--- src/pkg/qbt_pkg.sv ---
// package: register map, field layout, reset values and helpers of the bus transceiver
`default_nettype none
package qbt_pkg;

  // ----------------------------------------------------------------
  // widths
  // ----------------------------------------------------------------
  localparam int LANES = 4;

  // ----------------------------------------------------------------
  // register byte addresses
  // ----------------------------------------------------------------
  localparam logic [11:0] ADDR_CTRL   = 12'h000;
  localparam logic [11:0] ADDR_TXWORD = 12'h004;
  localparam logic [11:0] ADDR_PULSE  = 12'h008;
  localparam logic [11:0] ADDR_STATUS = 12'h00C;

  // ----------------------------------------------------------------
  // control register fields
  // ----------------------------------------------------------------
  localparam int CTRL_DRV_EN_N_BIT  = 0;
  localparam int CTRL_HOLD_BIT      = 1;
  localparam int CTRL_RCV_OE_N_BIT  = 2;
  localparam int CTRL_DRV_CLK_BIT   = 3;
  localparam int CTRL_WIDTH         = 4;
  localparam logic [3:0] CTRL_RESET = 4'h5;

  // ----------------------------------------------------------------
  // pulse command and status fields
  // ----------------------------------------------------------------
  localparam int PULSE_FIRE_BIT     = 0;
  localparam int STAT_LATCH_LSB     = 0;
  localparam int STAT_DRVREG_LSB    = 4;
  localparam int STAT_BUS_LSB       = 8;
  localparam int STAT_PARITY_BIT    = 12;
  localparam int STAT_CHECK_BIT     = 13;

  // ----------------------------------------------------------------
  // reset values of datapath state
  // ----------------------------------------------------------------
  localparam logic [3:0] TXWORD_RESET = 4'h0;
  localparam logic [3:0] DRVREG_RESET = 4'h0;
  localparam logic [3:0] LATCH_RESET  = 4'h0;

  // odd parity output: exclusive-or of the selected four bits
  function automatic logic oddParity(input logic [LANES-1:0] word);
    oddParity = ^word;
  endfunction

endpackage
`default_nettype wire

--- src/pkg/qbt_ctl_if.sv ---
// interface: control and status between register file and transceiver core
`default_nettype none
interface qbt_ctl_if;
  import qbt_pkg::*;
  logic [LANES-1:0] txWord;
  logic             driverClk;
  logic             drvEnN;
  logic             latchHold;
  logic             rcvOeN;
  logic [LANES-1:0] drvReg;
  logic [LANES-1:0] latchQ;
  logic             parity;

  modport regs (output txWord, output driverClk, output drvEnN, output latchHold,
                output rcvOeN, input drvReg, input latchQ, input parity);
  modport core (input txWord, input driverClk, input drvEnN, input latchHold,
                input rcvOeN, output drvReg, output latchQ, output parity);
endinterface
`default_nettype wire

--- src/verilog/qbt_xcvr_core.sv ---
// transceiver core: driver register, bus drivers, receive latches, parity unit
`default_nettype none
module qbt_xcvr_core
  import qbt_pkg::*;
(
  // clock and reset
  input  wire logic             clk,
  input  wire logic             nrst,
  // control from the register file
  qbt_ctl_if.core               ctl,
  // shared bus lines
  input  wire logic [LANES-1:0] busIn,
  output logic      [LANES-1:0] busOut,
  output logic      [LANES-1:0] busOe,
  // receive outputs and parity
  output logic      [LANES-1:0] rcvOut,
  output logic      [LANES-1:0] rcvOe,
  output logic                  parityOut
);

  logic [LANES-1:0] drvReg_q;
  logic [LANES-1:0] latch_q;
  logic             clkPrev_q;
  logic             parity_q;
  logic             clkRise;

  // ----------------------------------------------------------------
  // driver register
  // ----------------------------------------------------------------
  // a steady driver clock level never loads, only a low-to-high step
  assign clkRise = ctl.driverClk & ~clkPrev_q;

  always_ff @(posedge clk or negedge nrst) begin
    if (!nrst) begin
      clkPrev_q <= 1'b0;
    end else begin
      clkPrev_q <= ctl.driverClk;
    end
  end

  // reset value only gives simulation a known start
  always_ff @(posedge clk or negedge nrst) begin
    if (!nrst) begin
      drvReg_q <= DRVREG_RESET;
    end else if (clkRise) begin
      drvReg_q <= ctl.txWord;
    end
  end

  // ----------------------------------------------------------------
  // bus drivers
  // ----------------------------------------------------------------
  assign busOut = ~drvReg_q;
  assign busOe  = {LANES{~ctl.drvEnN}};

  // ----------------------------------------------------------------
  // receive latches
  // ----------------------------------------------------------------
  // receivers see the line even while we drive it, so own data reads back
  always_ff @(posedge clk or negedge nrst) begin
    if (!nrst) begin
      latch_q <= LATCH_RESET;
    end else if (!ctl.latchHold) begin
      latch_q <= ~busIn;
    end
  end // hold keeps contents whatever the bus does

  assign rcvOut = latch_q;
  assign rcvOe  = {LANES{~ctl.rcvOeN}};

  // ----------------------------------------------------------------
  // parity unit
  // ----------------------------------------------------------------
  // generate from the inputs, not the stored word, so it leads the bus
  always_ff @(posedge clk or negedge nrst) begin
    if (!nrst) begin
      parity_q <= 1'b0;
    end else if (ctl.drvEnN) begin
      parity_q <= oddParity(latch_q);
    end else begin
      parity_q <= oddParity(ctl.txWord);
    end
  end

  assign parityOut  = parity_q;
  assign ctl.drvReg = drvReg_q;
  assign ctl.latchQ = latch_q;
  assign ctl.parity = parity_q;

endmodule
`default_nettype wire

--- src/verilog/qbt_transceiver.sv ---
// top: quad bus transceiver with parity, registers reached over AHB-Lite
//
// Contract
// - driver register loads word on driver clock rise
// - driven bus line is inverse of register bit
// - enable high floats drivers, low drives bus
// - each line feeds its receiver, inverted, always
// - receive latch path: bus inverted, word non-inverted
// - hold low: latches transparent, follow inverted bus; here a clocked register that follows one clock behind
// - hold high: latches keep contents regardless
// - output enable high floats receive outputs
// - drive enabled: parity from transmit inputs
// - drive disabled: parity from latch contents
// - parity is exclusive-or of selected bits
// - driver register changes only on rising edge
//
// The implementer's own choices: the register offsets and the AHB-Lite slave port.
`default_nettype none
module qbt_transceiver
  import qbt_pkg::*;
(
  // clock and reset
  input  wire logic             clk,
  input  wire logic             nrst,
  // AHB-Lite slave
  input  wire logic             hsel,
  input  wire logic [31:0]      haddr,
  input  wire logic [1:0]       htrans,
  input  wire logic             hwrite,
  input  wire logic [2:0]       hsize,
  input  wire logic [31:0]      hwdata,
  input  wire logic             hready,
  output logic                  hreadyout,
  output logic                  hresp,
  output logic      [31:0]      hrdata,
  // shared bus lines
  input  wire logic [LANES-1:0] busIn,
  output logic      [LANES-1:0] busOut,
  output logic      [LANES-1:0] busOe,
  // receive outputs and parity
  output logic      [LANES-1:0] rcvOut,
  output logic      [LANES-1:0] rcvOe,
  output logic                  parityOut
);

  qbt_ctl_if ctl ();

  logic [11:0]           addr_q;
  logic                  wrPend_q;
  logic                  rdPend_q;
  logic [31:0]           hrdata_q;
  logic [CTRL_WIDTH-1:0] ctrl_q;
  logic [LANES-1:0]      txWord_q;
  logic                  pulse_q;
  logic                  addrTaken;
  logic                  wrNow;
  logic [31:0]           readMux;

  // ----------------------------------------------------------------
  // bus slave: address phase
  // ----------------------------------------------------------------
  assign addrTaken = hsel & htrans[1] & hready;

  always_ff @(posedge clk or negedge nrst) begin
    if (!nrst) begin
      addr_q   <= 12'h000;
      wrPend_q <= 1'b0;
      rdPend_q <= 1'b0;
    end else begin
      if (addrTaken) begin
        addr_q <= haddr[11:0];
      end
      wrPend_q <= addrTaken & hwrite;
      rdPend_q <= addrTaken & ~hwrite;
    end
  end

  // reads take one wait state so a write just before is seen
  assign hreadyout = ~rdPend_q;
  assign hresp     = 1'b0;
  assign wrNow     = wrPend_q;

  // ----------------------------------------------------------------
  // register file: writes
  // ----------------------------------------------------------------
  always_ff @(posedge clk or negedge nrst) begin
    if (!nrst) begin
      ctrl_q <= CTRL_RESET;
    end else if (wrNow && addr_q == ADDR_CTRL) begin
      ctrl_q <= hwdata[CTRL_WIDTH-1:0];
    end
  end

  always_ff @(posedge clk or negedge nrst) begin
    if (!nrst) begin
      txWord_q <= TXWORD_RESET;
    end else if (wrNow && addr_q == ADDR_TXWORD) begin
      txWord_q <= hwdata[LANES-1:0];
    end
  end

  // one-cycle driver clock pulse; no edge if the level bit is already high
  always_ff @(posedge clk or negedge nrst) begin
    if (!nrst) begin
      pulse_q <= 1'b0;
    end else begin
      pulse_q <= wrNow && addr_q == ADDR_PULSE && hwdata[PULSE_FIRE_BIT];
    end
  end

  // ----------------------------------------------------------------
  // register file: reads
  // ----------------------------------------------------------------
  always_comb begin
    readMux = 32'h0000_0000;
    unique case (addr_q)
      ADDR_CTRL: begin
        readMux[CTRL_WIDTH-1:0] = ctrl_q;
      end
      ADDR_TXWORD: begin
        readMux[LANES-1:0] = txWord_q;
      end
      ADDR_STATUS: begin
        readMux[STAT_LATCH_LSB +: LANES]  = ctl.latchQ;
        readMux[STAT_DRVREG_LSB +: LANES] = ctl.drvReg;
        readMux[STAT_BUS_LSB +: LANES]    = busIn;
        readMux[STAT_PARITY_BIT]          = ctl.parity;
        readMux[STAT_CHECK_BIT]           = ctrl_q[CTRL_DRV_EN_N_BIT];
      end
      default: begin
        readMux = 32'h0000_0000;
      end
    endcase
  end

  always_ff @(posedge clk or negedge nrst) begin
    if (!nrst) begin
      hrdata_q <= 32'h0000_0000;
    end else if (rdPend_q) begin
      hrdata_q <= readMux;
    end
  end

  assign hrdata = hrdata_q;

  // ----------------------------------------------------------------
  // control to the core
  // ----------------------------------------------------------------
  // only one transceiver per line may enable, the bus partner sees to it
  assign ctl.txWord    = txWord_q;
  assign ctl.driverClk = ctrl_q[CTRL_DRV_CLK_BIT] | pulse_q;
  assign ctl.drvEnN    = ctrl_q[CTRL_DRV_EN_N_BIT];
  assign ctl.latchHold = ctrl_q[CTRL_HOLD_BIT];
  assign ctl.rcvOeN    = ctrl_q[CTRL_RCV_OE_N_BIT];

  qbt_xcvr_core u_core (
    .clk       (clk),
    .nrst      (nrst),
    .ctl       (ctl),
    .busIn     (busIn),
    .busOut    (busOut),
    .busOe     (busOe),
    .rcvOut    (rcvOut),
    .rcvOe     (rcvOe),
    .parityOut (parityOut)
  );

endmodule
`default_nettype wire

--- config.mk ---
export PLATFORM = sky130hd
export DESIGN_NAME = qbt_transceiver
export DESIGN_NICKNAME = d
export VERILOG_FILES = /design/src/pkg/qbt_pkg.sv /design/src/pkg/qbt_ctl_if.sv /design/src/verilog/qbt_xcvr_core.sv /design/src/verilog/qbt_transceiver.sv
export SDC_FILE = /design/constraint.sdc
export NUM_CORES = 1
export LEC_CHECK = 0
export BUFFER_PORTS_ARGS = -buffer_cell sky130_fd_sc_hd__buf_2
export CAP_MARGIN = 20
export CORE_MARGIN = 2
export CORE_UTILIZATION = 39
export CTS_CLUSTER_DIAMETER = 60
export DETAILED_ROUTE_END_ITERATION = 10
export PLACE_DENSITY = 0.79
export SLEW_MARGIN = 20
export SYNTH_ARGS = -nofsm -noshare
export SYNTH_HDL_FRONTEND = slang
export SYNTH_SLANG_ARGS = --single-unit
--- constraint.sdc ---
create_clock -name clk -period 1.7 [get_ports clk]
set_clock_uncertainty 0.15 [all_clocks]
set_input_delay 0.17 -clock clk [delete_from_list [all_inputs] [get_ports clk]]
set_output_delay 0.17 -clock clk [all_outputs]
set_load 0.1 [all_outputs]
==> impl_metrics.csv, run 1 <==
group,metric,value,unit
outcome,status,"finished, final reports clean",
synthesis,synth-seq-cells,47,
floorplan,dieArea,6360,um^2
synthesis,syn_area,2240,um^2
floorplan,rows,27,
synthesis,ys_seq_area_share,52.7,%
cells_and_area,drive_above_1_share,45.8,%
place,portBuffers,57,
synthesis,synth_edf_count,0,
detailed_routing,wl,4.47,mm
cts,numCtsBuffers,5,
cts,cts_tree,"done",
synthesis,postSynthCellCount,178,
detailed_routing,routed_via_density,4.61,
critical_path,cp_max_fo,4,
synthesis,synth_area_leaders,"dfrtp_1 50%, mux2_2 12%, buf_4 8.4%",
synthesis,synth_ff_type,"dfrtp_1",
floorplan,die_width,79.8,um
place,post-place-ws,-0.0694,ns
sta,setup_viol_count_final,0,
sta,rsz0062_at_grt,"true",
global_routing,antenna_found_initial,0,
critical_path,cp.required,1.74,ns
cells_and_area,multi_input_area,876,um^2
floorplan,core,5540,um^2
sta,fmax,593,MHz
synthesis,yosysTopAreaCell,"dfrtp_1",
cells_and_area,syn_to_final_growth,29.7,%
critical_path,worstPathArrival,1.72,ns
global_routing,first_global_vias,1544,
synthesis,synth_cell_type_count,27,
place,dp_hpwl,3.34,mm
critical_path,setup.worst_path.class,"register to register",
pwr,p_leak,1.41,nW
cells_and_area,final_cells,336,
worst_hold_path,hold_path.class,"input port to register",
pwr,power,0.00312,W
pwr,power_density,1070,nW/um^2
global_routing,grt_use_total,14.7,%
cells_and_area,mostFrequentLayoutCells,"56 x buf_2, 45 x dfrtp_1, 23 x mux2_2",
cells_and_area,fillerInstances,500,
critical_path,end_kind,"register",
detailed_routing,firstDrtPassIters,4,
place,placed_cells,304,
detailed_routing,post_drt_wl_per_cell,13.3,um
detailed_routing,vias,1548,
cts,cts-root-buf,"clkbuf_8",
place,gp_congestion,0.752,
cells_and_area,fin_util,52.4,%
critical_path,critical_path.startpoint_type,"register",
sta,hold_viol,0,
cells_and_area,final_cell_area,2900,um^2
cells_and_area,final_nets,341,
detailed_routing,ant_nets,0,
synthesis,async_reset_ff_share,100,%
synthesis,ys_warn_count,0,
cts,cts.sinks,47,
cts,clk_path_buf_depth,2,
detailed_routing,drt-initial-drc-count,40,
floorplan,start_util,40.4,%
place,placed_cell_area,2560,um^2
cts,clkTransAtPathRegs,0.09,ns
pwr,peakVddDrop,0.574,mV
sta,fin_crit,1.68,ns
cts,clk-insertion-delay-late,0.29,ns
sta,drv_slew,0,
floorplan,io_pins,129,
sta,min_period_over_period,99.1,%
synthesis,syn_area_per_cell,12.6,um^2
synthesis,netlist.area_leader.share,50.3,%
cells_and_area,regArea,1180,um^2
cells_and_area,layout_commonest_cell,"buf_2",
sta,setup_slack,0.0150,ns
floorplan,dieHeight,79.8,um
global_routing,grt_pass1_wl,7.21,mm
flow_run,drv_cap,0,
cells_and_area,antenna_cells,0,
cts,htree_levels,2,
detailed_routing,drc,0,
global_routing,grt_max_degree,24,
global_routing,grt_overflow,0,
==> where the power goes <==
group	internal, W	switching, W	total (W)	leakage [nW]
Sequential	0.00123	0.000112	0.00135	0.589
Clock	0.000332	0.000375	0.000707	0.0474
Combinational	0.000254	0.000814	0.00107	0.770
==> per-layer routing <==
layer  wire [um]  track usage [%]  up-vias
met5           0                0        -
met4           0             4.75        0
met3         176             2.71        0
met2        2410             25.0       45
met1        1890             19.0      765
li1            -                -      738
==> worst max-delay path: stages, from the launching register on <==
cell     delay (ns)
dfrtp_1        0.42
nor4_4         0.32
buf_4          0.19
nand4_2        0.18
mux2_2         0.32
==> registers in the layout (all words and copies together), names as in the netlist, 4 cells and up <==
| name | cells |
|---|---|
| ctrl_q | 4 |
| addr_q | 12 |
| u_core.ctl.drvReg | 4 |
| ctl.txWord | 4 |
| hrdata | 14 |
| u_core.ctl.latchQ | 4 |
==> cells in the mapped netlist (2+ instances only) <==
| master | count |
|---|---|
| nand2_1 | 19 |
| inv_1 | 10 |
| buf_2 | 2 |
| nor4_4 | 2 |
| mux2_2 | 23 |
| buf_4 | 25 |
| o221ai_1 | 4 |
| nor2_1 | 4 |
| xnor2_1 | 6 |
| nor3b_1 | 2 |
| clkbuf_1 | 2 |
| dfstp_2 | 2 |
| o21ai_0 | 4 |
| mux2i_1 | 5 |
| o2bb2ai_2 | 10 |
| dfrtp_1 | 45 |
| nand4_2 | 3 |
==> logic make-up after synthesis <==
| family | synth area share (%) |
|---|---|
| xor gates and xnor gates | 2.35 |
| DFF | 52.7 |
| and+or+nand+nor | 9.84 |
| buffers and inverters | 11.5 |
| other | 0.168 |
| muxes | 14.3 |
| AOI/OAI and AO/OA | 9.17 |
==> cell type report <==
class,count,share of cell area [%]
multi-input combinational,108,30.2
tap,72,3.10
clock inverter,2,0.560
inverter,10,1.55
timing repair buffer,91,21.2
sequential,47,40.6
clock buffer,6,2.84
==> timing repair <==
action	4_1_cts	5_1_grt
hold buffers	22	0
gates resized for setup	0	2
hold endpoints to repair	49	0
pin swaps	2	2
setup endpoints to repair	8	12
setup buffers	2	0
==> final timing paths <==
| check | start | to | slack, ns | cells past startpoint |
|---|---|---|---|---|
| min | htrans[1] | wrNow | 0.17 | 4 |
| min reg2reg | pulse_q | u_core.clkPrev_q | 0.30 | 1 |
| min in group asynchronous | nrst | hrdata[5] | 0.24 | 2 |
| max | addr_q[6] | ctrl_q[1] | 0.02 | 4 |
| max reg2reg | addr_q[6] | ctrl_q[1] | 0.02 | 4 |
| max in group asynchronous | nrst | hrdata[2] | 0.56 | 3 |
==> per-stage QoR <==
step / hold slack, ns / setup TNS, ns
global route: 0.189 / -0.450
detailed placement: 0.00457 / -0.204
floorplan: -0.276 / -0.127
global placement: 0.00749 / 0
finish: 0.168 / 0
CTS: 0.170 / 0
Power figures use the tool's default switching activity.
==> run 2, diff against run 1 <==
ABC_AREA = 1   (was not set)
CORE_UTILIZATION = 40   (was 39)
PLACE_DENSITY = 0.81   (was 0.79)
==> run 2 against run 1 <==
Critical path depth decreased by 2; via count grew 14%; first-iteration DRC count up 130%; worst hold slack gained 0.049 ns; critical path type is now register to primary output; sequential cell count unchanged; largest power group unchanged; clock power rose by 4.1%; fmax rose by 0.54%; sequential power down 8%; highest routed layer is now met4; utilization grew 1.1 points; setup slack better by 0.0090 ns; total power decreased by 17%.
==> impl_metrics.csv, run 2 <==
group,metric,value,unit
synthesis,postSynthCellCount,235,
worst_hold_path,hold_path.class,"input port to async pin",
detailed_routing,post_drt_wl_per_cell,11.9,um
global_routing,grt_use_total,16.2,%
place,post-place-ws,0.161,ns
synthesis,netlist.area_leader.share,49.8,%
critical_path,worstPathArrival,1.36,ns
synthesis,ys_seq_area_share,52.1,%
cts,htree_levels,2,
global_routing,first_global_vias,1735,
synthesis,yosysTopAreaCell,"dfrtp_1",
pwr,power,0.00260,W
sta,rsz0062_at_grt,"true",
global_routing,grt_pass1_wl,7.81,mm
floorplan,dieHeight,79.2,um
critical_path,setup.worst_path.class,"register to primary output",
pwr,p_leak,1.52,nW
synthesis,async_reset_ff_share,100,%
floorplan,start_util,41.3,%
cts,numCtsBuffers,5,
synthesis,syn_area_per_cell,9.63,um^2
sta,setup_viol_count_final,0,
detailed_routing,ant_nets,0,
floorplan,io_pins,129,
sta,min_period_over_period,98.6,%
cells_and_area,fillerInstances,502,
synthesis,ys_warn_count,0,
synthesis,synth-seq-cells,47,
critical_path,critical_path.startpoint_type,"register",
sta,fin_crit,1.68,ns
floorplan,core,5470,um^2
place,gp_congestion,0.851,
cts,clk-insertion-delay-late,0.30,ns
detailed_routing,drt-initial-drc-count,91,
flow_run,drv_cap,0,
sta,fmax,597,MHz
sta,hold_viol,0,
synthesis,synth_edf_count,0,
detailed_routing,routed_via_density,4.50,
cts,cts.sinks,47,
floorplan,die_width,79.2,um
synthesis,syn_area,2260,um^2
critical_path,cp.required,1.38,ns
floorplan,dieArea,6270,um^2
outcome,status,"finished, final reports clean",
critical_path,cp_max_fo,7,
synthesis,synth.most_common_cell,"dfrtp_1",
detailed_routing,drc,0,
synthesis,synth_ff_type,"dfrtp_1",
cts,cts-root-buf,"clkbuf_8",
floorplan,rows,27,
synthesis,synth_area_leaders,"dfrtp_1 50%, buf_4 8.3%, nand2_1 7.0%",
detailed_routing,vias,1763,
detailed_routing,firstDrtPassIters,4,
cells_and_area,mostFrequentLayoutCells,"52 x buf_2, 45 x dfrtp_1, 42 x nand2_1",
pwr,peakVddDrop,0.718,mV
sta,drv_slew,0,
sta,setup_slack,0.0240,ns
synthesis,synth_common_cells,"45 x dfrtp_1, 42 x nand2_1, 25 x buf_4",
cts,clkTransAtPathRegs,0.08,ns
cells_and_area,antenna_cells,0,
cells_and_area,largest_reg_flops,14,
cells_and_area,drive_above_1_share,35.9,%
global_routing,grt_overflow,0,
synthesis,synth_cell_type_count,28,
place,dp_hpwl,3.23,mm
global_routing,grt_max_degree,21,
cts,cts_tree,"done",
detailed_routing,wl,4.68,mm
global_routing,antenna_found_initial,0,
cells_and_area,layout_commonest_cell,"buf_2",
cells_and_area,final_nets,397,
pwr,power_density,887,nW/um^2
cts,clk_path_buf_depth,2,
critical_path,end_kind,"primary output",
place,portBuffers,57,
cells_and_area,syn_to_final_growth,29.4,%
run 2: cell count changes in the layout (fill, tap and decap cells not counted), moves of 8 or more:
cell,change
a21oi_1,+8
mux2_2,-15
nand2_1,+23
nand3_1,+16
nor2_1,+10
o21ai_0,+9
o2bb2ai_2,-10
run 2: worst paths after layout:
kind,from,to,slack [ns],depth (start not counted)
setup / recovery,ctrl_q[0],busOe[3],0.02,2
hold / removal,nrst,pulse_q,0.22,2
setup reg to reg,addr_q[7],ctrl_q[0],0.16,7
hold reg to reg,pulse_q,u_core.clkPrev_q,0.31,1
max in group asynchronous,nrst,addr_q[2],0.63,3
min in group clk,pulse_q,u_core.clkPrev_q,0.31,1
run 2: area by class of cell:
| class | instances | area (um^2) | area share (%) |
|---|---|---|---|
| Inverter | 19 | 78.8 | 2.69 |
| Multi-Input combinational cell | 156 | 858 | 29.3 |
| Timing Repair Buffer | 90 | 617 | 21.1 |
| Sequential cell | 47 | 1180 | 40.3 |
| Clock inverter | 1 | 7.51 | 0.257 |
| Tap cell | 72 | 90.1 | 3.08 |
| Clock buffer | 7 | 96.3 | 3.29 |
run 2: timing repair:
action,4_1_cts,5_1_grt
setup buffers,0,4
pin swaps,0,1
resized for setup,0,10
hold buffers,22,0
hold endpoints to repair,47,0
endpoints found under the setup margin,4,12
run 2: kinds of logic after synthesis:
kind of cell	after synthesis	synth area share, %
buf+inv	50	13.2
simple gates	92	19.1
compound gates	31	9.18
xor+xnor	6	2.32
other cells	1	0.166
mux	8	3.98
flops	47	52.1
run 2: power by group:
part	internal [W]	total, W	switching [W]
sequential	0.00119	0.00124	0.0000496
combinational	0.000148	0.000617	0.000469
clock	0.000370	0.000736	0.000367
run 2: worst max-delay path: stages, from the launching register on:
cell        delay (ns)
dfstp_2           0.58
clkinvlp_4        0.19
buf_4             0.28
run 2: stage by stage:
stage	hold slack [ns]	instances	TNS [ns]	util, %	cell area [um^2]
floorplan	-0.276	253	-0.197	-	2350
CTS	0.195	388	-0.0455	52.6	2880
detailed placement	-0.00502	358	0	46.7	2550
global placement	0.00674	358	0	46.7	2550
finish	0.218	392	0	53.5	2930
global route	0.238	392	-0.0876	53.5	2930
run 2: per-layer routing:
metal  vias up  wire, um  global-route usage (%)
li1        878         -                       -
met4         0        59                    5.52
met5         -         0                       0
met1       820      1940                    19.2
met2        59      2400                    28.1
met3         6       279                    4.89
==> run 3, diff against run 2 <==
CELL_PAD_IN_SITES_DETAIL_PLACEMENT = 0   (was not set)
CELL_PAD_IN_SITES_GLOBAL_PLACEMENT = 1   (was not set)
CORE_UTILIZATION = 28   (was 40)
PLACE_DENSITY = 0.8   (was 0.81)
==> run 3 against run 2 <==
Non-clock buffer count is 4 lower; setup slack worse by 0.0079 ns; fmax is 0.47% lower; total power is 3.1% lower; register-to-register slack hardly changed; cell count is 6.6% higher; largest power group unchanged; highest routed layer unchanged.
==> impl_metrics.csv, run 3 (synthesis results as in run 2) <==
group,metric,value,unit
outcome,status,"finished, final reports clean",
detailed_routing,post_drt_wl_per_cell,10.5,um
cts,clk-insertion-delay-late,0.30,ns
cells_and_area,fin_util,37.7,%
cts,numCtsBuffers,5,
detailed_routing,top_layer_used,"met4",
sta,setup_viol_count_final,0,
cts,cts-root-buf,"clkbuf_8",
sta,setup_slack,0.0161,ns
cells_and_area,mostFrequentLayoutCells,"52 x buf_2, 45 x dfrtp_1, 42 x nand2_1",
detailed_routing,ant_nets,0,
cts,cts.sinks,47,
critical_path,cp_max_fo,7,
place,gp_congestion,0.781,
place,dp_hpwl,3.31,mm
detailed_routing,vias,1712,
cells_and_area,largest_reg_flops,14,
critical_path,critical_path.startpoint_type,"register",
floorplan,dieHeight,93.9,um
sta,fmax,594,MHz
cts,cts_tree,"done",
cells_and_area,final_nets,393,
detailed_routing,drc,0,
detailed_routing,firstDrtPassIters,4,
worst_hold_path,hold_path.class,"input port to async pin",
detailed_routing,drt-initial-drc-count,77,
critical_path,setup.worst_path.class,"register to primary output",
detailed_routing,wl,4.38,mm
detailed_routing,wl_met1,1.91,mm
floorplan,core,7770,um^2
cells_and_area,antenna_cells,0,
floorplan,io_pins,129,
sta,rsz0062_at_grt,"true",
place,portBuffers,57,
critical_path,end_kind,"primary output",
cells_and_area,drive_above_1_share,35.8,%
sta,hold_viol,0,
critical_path,worstPathArrival,1.36,ns
floorplan,dieArea,8810,um^2
place,post-place-ws,0.127,ns
detailed_routing,wl_met2,2.13,mm
critical_path,cp.required,1.38,ns
cts,clkTransAtPathRegs,0.09,ns
sta,drv_slew,0,
sta,min_period_over_period,99.1,%
floorplan,rows,32,
cells_and_area,layout_commonest_cell,"buf_2",
global_routing,antenna_found_initial,0,
floorplan,start_util,29.1,%
pwr,peakVddDrop,0.286,mV
pwr,power_density,859,nW/um^2
cts,clk_path_buf_depth,2,
detailed_routing,routed_via_density,4.10,
sta,fin_crit,1.68,ns
detailed_routing,dr_wl_met3,284,um
cells_and_area,syn_to_final_growth,29.5,%
flow_run,drv_cap,0,
floorplan,die_width,93.9,um
global_routing,grt_use_total,10.4,%
global_routing,grt_pass1_wl,7.27,mm
global_routing,grt_overflow,0,
global_routing,grt_max_degree,48,
cts,htree_levels,2,
global_routing,first_global_vias,1613,
pwr,p_leak,1.47,nW
==> run 3: changes by cell type in the layout (fill, tap and decap cells not counted), moves of 2 or more <==
cell | previous run | this run
buf_4 | 14 | 7
clkinvlp_4 | 3 | 5
clkbuf_4 | 0 | 3
clkbuf_8 | 7 | 5
==> run 3: worst paths after layout <==
kind | cells past startpoint | to | slack, ns | from
setup / recovery | 2 | busOe[3] | 0.02 | ctrl_q[0]
min in group clk | 1 | u_core.clkPrev_q | 0.31 | pulse_q
setup reg to reg | 7 | ctrl_q[3] | 0.15 | addr_q[11]
hold reg to reg | 1 | u_core.clkPrev_q | 0.31 | pulse_q
hold / removal | 3 | hrdata[12] | 0.22 | nrst
max in group asynchronous | 3 | ctrl_q[2] | 0.90 | nrst
==> run 3: layout make-up <==
type,instances,area (um^2)
Fill cell,825,4840
Sequential cell,47,1180
Multi-Input combinational cell,156,856
Timing Repair Buffer,86,596
Tap cell,102,128
Inverter,19,82.6
Clock buffer,5,68.8
Clock inverter,3,20.0
==> run 3: per-layer routing <==
layer  up-vias  global-route usage, %
met4         0                   3.26
li1        868                      -
met5         -                      0
met1       781                   12.8
met3         6                   2.73
met2        57                   17.7
==> run 3: repair_timing <==
item                                    4_1_cts  5_1_grt
endpoints found under the setup margin        4        6
endpoints found under the hold margin        76        0
hold buffers                                 22        0
resized for setup                             0        7
pin swaps                                     0        0
setup buffers                                 0        3
==> run 3: per-stage QoR <==
stage               cell area [um^2]  TNS [ns]  hold slack, ns  cells  total power [W]
floorplan                       2350    -0.197          -0.276    253          0.00176
global placement                2580         0          0.0225    385          0.00183
detailed placement              2580         0          0.0259    385          0.00184
CTS                             2890   -0.0496           0.227    415          0.00257
global route                    2930    -0.128           0.238    418          0.00266
finish                          2930         0           0.220    418          0.00252
==> run 3: critical path: stages, from the launching register on <==
cell and delay [ns]:
dfstp_2 0.58, clkinvlp_4 0.16, clkbuf_4 0.32
==> run 3: where the power goes <==
part	internal [W]	leakage (nW)	total [W]	switching, W
logic	0.000148	0.866	0.000609	0.000461
registers	0.00119	0.564	0.00124	0.0000479
clock network	0.000286	0.0402	0.000666	0.000380
total	0.00163	1.47	0.00252	0.000889
